==> src/logic/tls_defs.vh <==
// Constants for the thermal link status and timing block
// Assumes inclusion by bare name from the design files
`ifndef TLS_DEFS_VH
`define TLS_DEFS_VH
// Register byte offsets
`define TLS_OFF_CTRL 8'h08
`define TLS_OFF_STAT1 8'h0C
`define TLS_OFF_STAT2 8'h10
`define TLS_OFF_ERR 8'h14
`define TLS_OFF_IEN1 8'h18
`define TLS_OFF_IEN2 8'h1C
`define TLS_OFF_BT_LO 8'h20
`define TLS_OFF_BT_HI 8'h24
`define TLS_OFF_DIV 8'h30
`define TLS_OFF_ID 8'h40
`define TLS_OFF_REV 8'h44
// Control fields
`define TLS_CTRL_SUMMARY_IRQ_ENABLE 7
`define TLS_CTRL_GO 6
`define TLS_CTRL_SRST 3
// Status one fields
`define TLS_ST1_SUM 7
`define TLS_ST1_ERR 2
`define TLS_ST1_EOF 1
`define TLS_ST1_BOF 0
// Status two fields
`define TLS_ST2_IDLE 7
`define TLS_ST2_RFE 3
`define TLS_ST2_RFF 2
`define TLS_ST2_WFE 1
`define TLS_ST2_WFF 0
// Error fields
`define TLS_ERR_READY 7
`define TLS_ERR_RX_OVERRUN_ERROR 6
`define TLS_ERR_TX_UNDERRUN_ERROR 5
`define TLS_ERR_TX_OVERRUN_ERROR 4
`define TLS_ERR_CONT 1
`define TLS_ERR_FCS 0
`define TLS_ERR_MASK 8'hF3
// Enable fields
`define TLS_IEN1_ERR 2
`define TLS_IEN1_EOF 1
`define TLS_IEN1_BOF 0
`define TLS_IEN2_RFF 2
`define TLS_IEN2_WFE 1
`define TLS_IEN1_MASK 8'h07
`define TLS_IEN2_MASK 8'h06
// Reset values
`define TLS_BT_LO_RST 8'h16
`define TLS_BT_HI_RST 8'h00
`define TLS_DIV_RST 4'h1
// Identification values are arbitrary
`define TLS_ID_VAL 32'h00005A01
`define TLS_REV_VAL 32'h00000001
`endif

==> src/logic/tls_clk_div.v <==
// Divider making the link core clock enable from the system clock
// Assumes one clock and a synchronous active-low clear
`timescale 1ns/1ps
`default_nettype none
module tls_clk_div (
  input wire clk_sys,
  input wire clr_n,
  input wire [3:0] div_val,
  output reg tick
);
  reg [3:0] cnt_ff;
  wire [3:0] lim;
  assign lim = (div_val == 4'h0) ? 4'h1 : div_val;
  always @(posedge clk_sys) begin
    if (!clr_n) begin
      cnt_ff <= 4'h1;
      tick <= 1'b0;
    end else if (cnt_ff >= lim) begin
      cnt_ff <= 4'h1;
      tick <= 1'b1;
    end else begin
      cnt_ff <= cnt_ff + 4'h1;
      tick <= 1'b0;
    end
  end
endmodule // tls_clk_div
`default_nettype wire

==> src/logic/tls_pulse_timer.v <==
// Timer holding a high pulse for a count of core clock ticks
// Assumes tick is a one-cycle enable from the divider
`timescale 1ns/1ps
`default_nettype none
module tls_pulse_timer (
  input wire clk_sys,
  input wire clr_n,
  input wire start,
  input wire tick,
  input wire [13:0] ticks,
  output reg busy
);
  reg [13:0] left_ff;
  always @(posedge clk_sys) begin
    if (!clr_n) begin
      left_ff <= 14'h0000;
      busy <= 1'b0;
    end else if (start && !busy) begin
      left_ff <= (ticks == 14'h0000) ? 14'h0001 : ticks;
      busy <= 1'b1;
    end else if (busy && tick) begin
      left_ff <= left_ff - 14'h0001;
      if (left_ff == 14'h0001) begin
        busy <= 1'b0;
      end
    end
  end
endmodule // tls_pulse_timer
`default_nettype wire

==> src/logic/tls_link_status.v <==
// Status, error capture, enables and bit timing of the thermal link host
// Assumes the framing core reports events as one-cycle pulses on clk_sys
// Operation
// - Receive full flag, zero after reset
// - Transmit empty one, full zero, full no irq
// - Ready loss sets its error bit
// - Receive overrun sets its error bit
// - Transmit underrun sets its error bit
// - Write when full discarded, overrun bit set
// - Wire differs from driven level sets contention
// - Stuck high: no idle, end, go clear
// - Check sequence mismatch sets its error bit
// - Error bits read, reset zero, write-clear
// - Enable one gates error, end, begin
// - Enable two gates receive full, transmit empty
// - Negotiation pulse lasts period times setting/4
// - Bit rate is quarter of pulse rate
// - Core clock is system clock over divider
// - Fixed block identifier register
// - Fixed block revision register
// - Summary bit from any enabled status, irq also needs master enable
// - Error summary while any error bit set
// - Go set by software, cleared after end
`timescale 1ns/1ps
`default_nettype none
`include "tls_defs.vh"
module tls_link_status (
  input wire clk_sys,
  input wire resetn,
  input wire [7:0] reg_addr,
  input wire [31:0] reg_wdata,
  input wire reg_wr,
  input wire reg_rd,
  output reg [31:0] reg_rdata,
  input wire ev_ready_loss,
  input wire ev_rx_overrun,
  input wire ev_tx_underrun,
  input wire ev_fcs_mismatch,
  input wire ev_frame_begin,
  input wire ev_frame_end,
  input wire ev_negotiate,
  input wire bus_idle_in,
  input wire rx_fifo_full_in,
  input wire rx_fifo_empty_in,
  input wire tx_fifo_empty_in,
  input wire tx_fifo_full_in,
  input wire tx_byte_wr,
  output wire tx_byte_accept,
  input wire core_drive_en,
  input wire core_drive_level,
  input wire wire_in,
  output wire wire_out,
  output wire wire_oe,
  output wire link_core_clock_en,
  output wire negotiate_busy,
  output wire transmit_go,
  output wire core_soft_reset,
  output wire irq
);
  // ****************************************************************
  // Registers and clears
  // ****************************************************************
  reg summary_irq_enable_ff;
  reg go_ff;
  reg srst_ff;
  reg eof_ff;
  reg bof_ff;
  reg [7:0] err_ff;
  reg [7:0] ien1_ff;
  reg [7:0] ien2_ff;
  reg [7:0] bt_lo_ff;
  reg [7:0] bt_hi_ff;
  reg [3:0] div_ff;
  reg stuck_ff;
  reg rff_ff;
  reg rfe_ff;
  reg wfe_ff;
  reg wff_ff;
  reg idle_ff;
  reg [7:0] nxt_err;
  reg [31:0] nxt_rdata;
  wire clr_n;
  wire wr_ctrl;
  wire wr_st1;
  wire wr_err;
  wire contention;
  wire [15:0] bt_val;
  wire sum_stat;
  wire err_any;
  wire drive_level;
  assign clr_n = resetn && !srst_ff;
  assign wr_ctrl = reg_wr && (reg_addr == `TLS_OFF_CTRL);
  assign wr_st1 = reg_wr && (reg_addr == `TLS_OFF_STAT1);
  assign wr_err = reg_wr && (reg_addr == `TLS_OFF_ERR);
  assign bt_val = {bt_hi_ff, bt_lo_ff};
  assign core_soft_reset = srst_ff;
  assign transmit_go = go_ff;

  // ****************************************************************
  // Core clock divider and negotiation pulse
  // ****************************************************************
  tls_clk_div u_div (
    .clk_sys(clk_sys),
    .clr_n(clr_n),
    .div_val(div_ff),
    .tick(link_core_clock_en)
  );

  tls_pulse_timer u_pulse (
    .clk_sys(clk_sys),
    .clr_n(clr_n),
    .start(ev_negotiate),
    .tick(link_core_clock_en),
    .ticks(bt_val[15:2]),
    .busy(negotiate_busy)
  );

  // ****************************************************************
  // Wire drive and contention check
  // ****************************************************************
  assign drive_level = negotiate_busy ? 1'b1 : core_drive_level;
  assign wire_out = drive_level;
  assign wire_oe = negotiate_busy || core_drive_en;
  assign contention = wire_oe && (wire_in != drive_level);

  // ****************************************************************
  // Transmit write guard
  // ****************************************************************
  assign tx_byte_accept = tx_byte_wr && !tx_fifo_full_in;

  // ****************************************************************
  // Control register
  // ****************************************************************
  always @(posedge clk_sys) begin
    if (!resetn) begin
      srst_ff <= 1'b0;
    end else if (wr_ctrl) begin
      srst_ff <= reg_wdata[`TLS_CTRL_SRST];
    end
  end

  always @(posedge clk_sys) begin
    if (!clr_n) begin
      summary_irq_enable_ff <= 1'b0;
      go_ff <= 1'b0;
    end else begin
      if (wr_ctrl) begin
        summary_irq_enable_ff <= reg_wdata[`TLS_CTRL_SUMMARY_IRQ_ENABLE];
      end
      if (wr_ctrl && reg_wdata[`TLS_CTRL_GO]) begin
        go_ff <= 1'b1;
      end else if (ev_frame_end && !stuck_ff) begin
        go_ff <= 1'b0;
      end
    end
  end

  // ****************************************************************
  // Stuck wire fault and idle report
  // ****************************************************************
  always @(posedge clk_sys) begin
    if (!clr_n) begin
      stuck_ff <= 1'b0;
      idle_ff <= 1'b1;
    end else begin
      if (go_ff && contention && drive_level == 1'b0) begin
        stuck_ff <= 1'b1;
      end
      idle_ff <= bus_idle_in && !stuck_ff;
    end
  end

  // ****************************************************************
  // FIFO flags
  // ****************************************************************
  always @(posedge clk_sys) begin
    if (!clr_n) begin
      rff_ff <= 1'b0;
      rfe_ff <= 1'b1;
      wfe_ff <= 1'b1;
      wff_ff <= 1'b0;
    end else begin
      rff_ff <= rx_fifo_full_in;
      rfe_ff <= rx_fifo_empty_in;
      wfe_ff <= tx_fifo_empty_in;
      wff_ff <= tx_fifo_full_in;
    end
  end

  // ****************************************************************
  // Frame flags, write one to clear, set wins
  // ****************************************************************
  always @(posedge clk_sys) begin
    if (!clr_n) begin
      eof_ff <= 1'b0;
      bof_ff <= 1'b0;
    end else begin
      if (ev_frame_end && !stuck_ff) begin
        eof_ff <= 1'b1;
      end else if (wr_st1 && reg_wdata[`TLS_ST1_EOF]) begin
        eof_ff <= 1'b0;
      end
      if (ev_frame_begin) begin
        bof_ff <= 1'b1;
      end else if (wr_st1 && reg_wdata[`TLS_ST1_BOF]) begin
        bof_ff <= 1'b0;
      end
    end
  end

  // ****************************************************************
  // Error capture
  // ****************************************************************
  always @* begin
    nxt_err = err_ff;
    if (wr_err) begin
      nxt_err = err_ff & ~reg_wdata[7:0];
    end
    if (ev_ready_loss) begin
      nxt_err[`TLS_ERR_READY] = 1'b1;
    end
    if (ev_rx_overrun) begin
      nxt_err[`TLS_ERR_RX_OVERRUN_ERROR] = 1'b1;
    end
    if (ev_tx_underrun) begin
      nxt_err[`TLS_ERR_TX_UNDERRUN_ERROR] = 1'b1;
    end
    if (tx_byte_wr && tx_fifo_full_in) begin
      nxt_err[`TLS_ERR_TX_OVERRUN_ERROR] = 1'b1;
    end
    if (contention) begin
      nxt_err[`TLS_ERR_CONT] = 1'b1;
    end
    if (ev_fcs_mismatch || ev_ready_loss) begin
      nxt_err[`TLS_ERR_FCS] = 1'b1;
    end
    nxt_err = nxt_err & `TLS_ERR_MASK;
  end

  always @(posedge clk_sys) begin
    if (!clr_n) begin
      err_ff <= 8'h00;
    end else begin
      err_ff <= nxt_err;
    end
  end

  assign err_any = |err_ff;

  // ****************************************************************
  // Enables, bit time and divider
  // ****************************************************************
  always @(posedge clk_sys) begin
    if (!clr_n) begin
      ien1_ff <= 8'h00;
      ien2_ff <= 8'h00;
      bt_lo_ff <= `TLS_BT_LO_RST;
      bt_hi_ff <= `TLS_BT_HI_RST;
      div_ff <= `TLS_DIV_RST;
    end else if (reg_wr) begin
      case (reg_addr)
        `TLS_OFF_IEN1: begin
          ien1_ff <= reg_wdata[7:0] & `TLS_IEN1_MASK;
        end
        `TLS_OFF_IEN2: begin
          ien2_ff <= reg_wdata[7:0] & `TLS_IEN2_MASK;
        end
        `TLS_OFF_BT_LO: begin
          bt_lo_ff <= reg_wdata[7:0];
        end
        `TLS_OFF_BT_HI: begin
          bt_hi_ff <= reg_wdata[7:0];
        end
        `TLS_OFF_DIV: begin
          div_ff <= reg_wdata[3:0];
        end
        default: begin
          div_ff <= div_ff;
        end
      endcase
    end
  end

  // ****************************************************************
  // Summary status and interrupt
  // ****************************************************************
  assign sum_stat = (err_any && ien1_ff[`TLS_IEN1_ERR]) ||
                    (eof_ff && ien1_ff[`TLS_IEN1_EOF]) ||
                    (bof_ff && ien1_ff[`TLS_IEN1_BOF]) ||
                    (rff_ff && ien2_ff[`TLS_IEN2_RFF]) ||
                    (wfe_ff && ien2_ff[`TLS_IEN2_WFE]);
  assign irq = summary_irq_enable_ff && sum_stat;

  // ****************************************************************
  // Read data, one cycle after the strobe
  // ****************************************************************
  always @* begin
    nxt_rdata = 32'h00000000;
    case (reg_addr)
      `TLS_OFF_CTRL: begin
        nxt_rdata[`TLS_CTRL_SUMMARY_IRQ_ENABLE] = summary_irq_enable_ff;
        nxt_rdata[`TLS_CTRL_GO] = go_ff;
        nxt_rdata[`TLS_CTRL_SRST] = srst_ff;
      end
      `TLS_OFF_STAT1: begin
        nxt_rdata[`TLS_ST1_SUM] = sum_stat;
        nxt_rdata[`TLS_ST1_ERR] = err_any;
        nxt_rdata[`TLS_ST1_EOF] = eof_ff;
        nxt_rdata[`TLS_ST1_BOF] = bof_ff;
      end
      `TLS_OFF_STAT2: begin
        nxt_rdata[`TLS_ST2_IDLE] = idle_ff;
        nxt_rdata[`TLS_ST2_RFE] = rfe_ff;
        nxt_rdata[`TLS_ST2_RFF] = rff_ff;
        nxt_rdata[`TLS_ST2_WFE] = wfe_ff;
        nxt_rdata[`TLS_ST2_WFF] = wff_ff;
      end
      `TLS_OFF_ERR: begin
        nxt_rdata[7:0] = err_ff;
      end
      `TLS_OFF_IEN1: begin
        nxt_rdata[7:0] = ien1_ff;
      end
      `TLS_OFF_IEN2: begin
        nxt_rdata[7:0] = ien2_ff;
      end
      `TLS_OFF_BT_LO: begin
        nxt_rdata[7:0] = bt_lo_ff;
      end
      `TLS_OFF_BT_HI: begin
        nxt_rdata[7:0] = bt_hi_ff;
      end
      `TLS_OFF_DIV: begin
        nxt_rdata[3:0] = div_ff;
      end
      `TLS_OFF_ID: begin
        nxt_rdata = `TLS_ID_VAL;
      end
      `TLS_OFF_REV: begin
        nxt_rdata = `TLS_REV_VAL;
      end
      default: begin
        nxt_rdata = 32'h00000000;
      end
    endcase
  end

  always @(posedge clk_sys) begin
    if (!resetn) begin
      reg_rdata <= 32'h00000000;
    end else if (reg_rd) begin
      reg_rdata <= nxt_rdata;
    end else begin
      reg_rdata <= 32'h00000000;
    end
  end
endmodule // tls_link_status
`default_nettype wire

==> config.mk <==
export PLATFORM = sky130hd
export DESIGN_NAME = tls_link_status
export DESIGN_NICKNAME = d
export VERILOG_FILES = /design/src/logic/tls_clk_div.v /design/src/logic/tls_pulse_timer.v /design/src/logic/tls_link_status.v
export VERILOG_INCLUDE_DIRS = /design/src /design/src/logic
export SDC_FILE = /design/constraint.sdc
export NUM_CORES = 1
export LEC_CHECK = 0
export BUFFER_PORTS_ARGS = -buffer_cell sky130_fd_sc_hd__clkbuf_2
export CAP_MARGIN = 20
export CORE_UTILIZATION = 39
export DETAILED_ROUTE_END_ITERATION = 8
export PLACE_DENSITY = 0.6
export REMOVE_ABC_BUFFERS = 1
export SLEW_MARGIN = 20
export SYNTH_ARGS = -nofsm -noshare
export SYNTH_HDL_FRONTEND = slang
export SYNTH_HIERARCHICAL = 1
export SYNTH_SLANG_ARGS = --single-unit
==> constraint.sdc <==
create_clock -name clk_sys -period 4.1 [get_ports clk_sys]
set_input_delay 0.41 -clock clk_sys [delete_from_list [all_inputs] [get_ports clk_sys]]
set_output_delay 0.41 -clock clk_sys [all_outputs]
set_load 0.05 [all_outputs]
### Word level (Yosys, flattened, before mapping)

Cells that the tools add are included.

* bits in registers: 96
* latch bits: 0
* memory bits (writable): 0
* memory bits (read-only): 0
* bits of input ports: 60
* output and inout bits: 40
* memories kept: 0

* add/sub/neg operators: 2
* multiply operators: 0
* div/mod/pow operators: 0
* $lt $le $gt $ge: 1
* equality and inequality tests: 13
* shift-type cells: 0
* multiplexer cells: 28
* bitwise gates (word level): 4
* reductions and logical operators: 55

Operator list (number)
* 2-to-1 mux 14 bit: 3
* equality test 8 x 5 -> 1 bit, second input constant: 4
* one-hot mux 3 bit (9 select lines): 1
* equality test 8 x 6 -> 1 bit, second input constant: 3
* logical AND 1 bit: 22
* nonzero test 2 bit: 11
* 2-to-1 mux 1 bit: 17
* equality test 8 x 4 -> 1 bit, second input constant: 2
* equality test 8 x 7 -> 1 bit, second input constant: 2
* equality test 14 x 1 -> 1 bit, second input constant: 1
* zero test 14 bit: 1
* AND reduction 2 bit: 7
* subtractor 14 x 1 -> 14 bit, second input constant: 1
* one-hot mux 1 bit (6 select lines): 2
* AND 8 bit: 1
* 2-to-1 mux 8 bit: 1
* inverter 8 bit: 1
* OR reduction 8 bit: 1
* 2-to-1 mux 7 bit: 1
* logical OR 1 bit: 6
* one-hot mux 2 bit (3 select lines): 1
* adder 4 x 1 -> 4 bit, second input constant: 1
* greater-or-equal comparator 4 bit: 1
* zero test 1 bit: 4
* 6 further kinds: 8

### Longest topological paths before layout

* depth after elaboration: 7
* mapped depth: 6
* mapped depth without buffers: 6

### By module

Netlist, hierarchy kept.

Modules (own cells, without submodules)
* tls_link_status: instances 1, cells each 295, area an instance 2558.7 um^2, sequential area each 1021.0 um^2
* tls_pulse_timer: instances 1, cells each 114, area an instance 944.7 um^2, sequential area each 300.3 um^2
* tls_clk_div: instances 1, cells each 29, area an instance 279.0 um^2, sequential area each 100.1 um^2

### Least setup slack after synthesis

No wires, ideal clock.

* kind: input to register
* start point: input reg_addr[6]
* end point: register bt_hi_ff[0]
* library setup time: 0.128 ns
* data arrival time: 1.820 ns
* path slack: 2.152 ns
* stages on the path: 6
* path buffers: 2
* cell sequence: buf_6 -> or4b_1 -> buf_2 -> nor3_4 -> mux2i_1 -> nor2_1

* longest elaborated chain between the ends: 2

RTL lines
* start: declaration: RTL line tls_link_status.v:30 `input wire [7:0] reg_addr,`
* equality test 8 x 6 -> 1 bit: RTL line tls_link_status.v:261 `case (reg_addr)`
* AND reduction 2 bit (no source line)
* end signal: assignment: RTL line tls_link_status.v:258 `` bt_hi_ff <= `TLS_BT_HI_RST; ``
* end signal: assignment: RTL line tls_link_status.v:272 `bt_hi_ff <= reg_wdata[7:0];`
* end: declaration: RTL line tls_link_status.v:72 `reg [7:0] bt_hi_ff;`

Every way passes these cells.
A chain may end at the register's enable or synchronous reset.

### Worst setup path in the final report

* start point: register err_ff[1]
* end point: output irq

* longest elaborated chain between the ends: 7

RTL lines
* start: declaration: RTL line tls_link_status.v:68 `reg [7:0] err_ff;`
* start signal: assignment: RTL line tls_link_status.v:244 `err_ff <= nxt_err;`
* OR reduction 8 bit: RTL line tls_link_status.v:248 `assign err_any = |err_ff;`
* logical AND 1 bit: RTL line tls_link_status.v:287 `` assign sum_stat = (err_any && ien1_ff[`TLS_IEN1_ERR]) || ``
* logical OR 1 bit (4 in a row): RTL line tls_link_status.v:287
* logical AND 1 bit: RTL line tls_link_status.v:292 `assign irq = summary_irq_enable_ff && sum_stat;`
* end: declaration: RTL line tls_link_status.v:58 `output wire irq`

Every way passes these cells.

==> key figures <==
Timing
  – WHS: 0.237 ns
  – Fin. max-slew vios: 0
  – Final setup viols: 0
  – Crit path time final: 2.34 ns
  – Tcrit/Tclk final: 57.1%
  – Total Negative Setup Slacks: 0 ns
  – Slew at the pin with the worst max-slew slack: 0.970 ns
  – Final Hold Fails: 0
  – RSZ-0062 raised after global routing: false
  – Fin Clk Skew: 0.00888 ns
  – Max_slew headroom: 34.4%
  – FMAX: 0.427 GHz

Routing
  – Wire length per cell: 15.8 um
  – Antenna viol nets, final: 0
  – Drt via density: 5.43
  – Initial DRC Count: 242
  – Via Count: 3355
  – Post-Route WL: 9750 um
  – Iteration count of the initial detailed-routing pass: 5
  – Post-route DRC: 0

Layout
  – Ant. Diodes: 0
  – Fillers: 971
  – Final #Nets: 551
  – Syn-to-layout area delta: 11.4%
  – Final Non-Filler Cells: 618
  – Share of layout cells above drive strength 1: 18.6%

Yosys
  – Number of enable flip-flop cells after synthesis: 0
  – Post-synth cell types: 64
  – Mapped cell area: 3780 sq um
  – Ys flop type: dfxtp_1
  – Post-synthesis sequential area ratio: 37.6%
  – FF+latch count, synth: 71
  – Syn Inst Count: 438
  – YS warnings: 6
  – Mean Syn Cell Area: 8.64 sq um
  – Post-synth ARST share: 0%

Power
  – Final Total Pwr: 1.46 mW
  – Power density over the cells: 346 nW/um^2
  – Leak pwr: 1.80 nW
  – Maximum vdd ir drop: 146 uV

Global routing
  – Remaining global-route overflow: 0
  – Vias in the first global route: 3185
  – First-pass GRT wire length: 16200 um
  – Largest net degree at the start of global routing: 31
  – All-Layer GR Usage: 20.8%
  – Antenna violations before repair: 0

Critical path
  – CP required: 3.69 ns
  – Worst endpoint data arrival time: 1.93 ns
  – Max FO, Critical Path: 3
  – CP endpoint kind: primary output
  – WS Path Type: flip-flop to primary output
  – Critical path launch point type: flip-flop

Clocking
  – Worst-path clk slew: 0.08 ns
  – CTS tree: yes
  – CTS Sinks: 71
  – Clock tree buffer depth: 2
  – PostCTS Resize Cnt: 0
  – Clk_lat worst skew: 0.35 ns
  – Max H-tree Level: 3
  – Clock buffer count from CTS: 9
  – Clock Tree Root: clkbuf_8
  – # Post-CTS Setup Buffers: 0
  – Hold buffer count at CTS: 0

Die
  – Initial Util: 40.5%
  – I/O pins: 100
  – Chip Width: 100 um
  – Area of the core: 9330 sq um
  – Die area: 10100 sq um
  – Die Y: 100 um
  – Cell Rows: 35

Place
  – GPL Wtd Cong: 0.838
  – PortBufs: 55
  – DP HPWL: 7220 um
  – Placed Cells: 602

Flow run
  – Max-cap violation count: 0

Min path
  – Hold Crit Class: primary input to flip-flop

Outcome
  – Status: finished, final reports clean
==> critical path, cell delays in order (launching register included) <==
cell and delay [ns]:
dfxtp_1 0.34, nor4_1 0.52, a21boi_0 0.26, o21a_1 0.23, clkbuf_2 0.23
==> metrics by stage <==
stage               setup slack, ns  util [%]  area, sq um
finish                         1.76      45.2         4210
global route                   1.71      45.2         4210
CTS                            1.83      45.2         4210
detailed placement             1.60      43.3         4040
global placement               1.61      43.3         4040
floorplan                      1.66         -         3590
==> report_power, final <==
group / internal, mW / switching [mW]
sequential: 0.709 / 0.0244
combinational: 0.0663 / 0.155
clock: 0.235 / 0.269
==> flip-flops by register name, summed over array words and instances (netlist names), 2 cells and up <==
register and count:
u_pulse/left_ff 14, reg_rdata 9, bt_hi_ff 8, bt_lo_ff 8, err_ff 6, div_ff 4
u_div/cnt_ff 4, ien1_ff 3, ien2_ff 2
==> placed cells by master (no fill, tap or decap), types with 3 or more instances in the layout <==
cell type	n
o21a_1	3
nand2b_1	7
a32oi_1	3
clkbuf_2	55
inv_1	21
dfxtp_1	71
or3_1	3
o211ai_1	7
o21ai_0	17
and2_1	5
a31oi_1	5
a22oi_1	4
a221oi_1	3
o22ai_1	3
conb_1	20
mux2_2	4
nand3_1	11
clkbuf_8	10
mux2i_1	29
a211oi_1	5
nand4b_1	4
nor3_1	4
nor2_1	51
nor4_1	4
nor2b_1	6
ha_1	7
xor2_1	8
nand2_1	31
nor3_2	3
a21oi_1	25
nand4_1	8
o21ai_1	3
and3_1	3
==> cell type report <==
type                    instances  area, sq um  share of cell area [%]
multi-input cells             324         2090                    49.5
flip-flops and latches         71         1420                    33.7
repair buffers                 57          290                    6.89
inverters                      21         78.8                    1.87
clock buffers                  11          141                    3.36
clock inverters                 5         33.8                   0.802
well taps                     129          161                    3.83
==> cell usage after synthesis, drive strengths merged (2+ instances only) <==
cell type,instances,area [sq um]
a211oi,5,37.5
a21boi,2,15.0
a21oi,25,125
a221oi,3,26.3
a22oi,4,30.0
a311oi,2,17.5
a31oi,5,31.3
a32oi,3,26.3
a41oi,2,17.5
and2,5,31.3
and3,3,18.8
buf,30,225
clkbuf,11,41.3
dfxtp,71,1420
ha,7,87.6
inv,21,78.8
mux2,5,56.3
mux2i,29,290
nand2,31,116
nand2b,7,43.8
nand3,11,55.1
nand4,8,50.1
nand4b,4,35.0
nor2,52,198
nor2b,6,37.5
nor3,8,66.3
nor3b,2,25.0
nor4,7,71.3
o211ai,8,65.1
o21a,3,22.5
o21ai,20,100
o22ai,3,18.8
o31ai,2,15.0
or2,3,18.8
or3,3,18.8
or4,2,18.8
or4b,2,20.0
xnor2,2,17.5
xor2,8,70.1
==> cell families after synthesis <==
kind of cell             synth area share [%]
AND/OR/NAND/NOR                          22.9
AO/OA/AOI/OAI                            16.5
flip-flops                               37.6
buffers and inverters                    9.13
multiplexers                             9.16
XOR/XNOR                                 2.32
adder cells (fa/ha/maj)                  2.32
other                                  0.0991
==> routing by layer <==
layer | routed length (um) | track usage [%] | vias up
met4 | 110 | 6.24 | 0
li1 | - | - | 1620
met3 | 623 | 4.30 | 11
met5 | 0 | 0 | -
met2 | 4380 | 32.0 | 137
met1 | 4630 | 29.2 | 1587
==> path summary, 6_finish.rpt <==
kind | start | endpoint | slack [ns] | cells after the start
min | tx_fifo_empty_in | wfe_ff | 0.24 | 2
max | err_ff[1] | irq | 1.76 | 4
min reg2reg | stuck_ff | idle_ff | 0.47 | 1
max reg2reg | u_pulse/left_ff[2] | u_pulse/left_ff[12] | 2.28 | 4
Note: power is estimated with default switching activity, not from simulation.
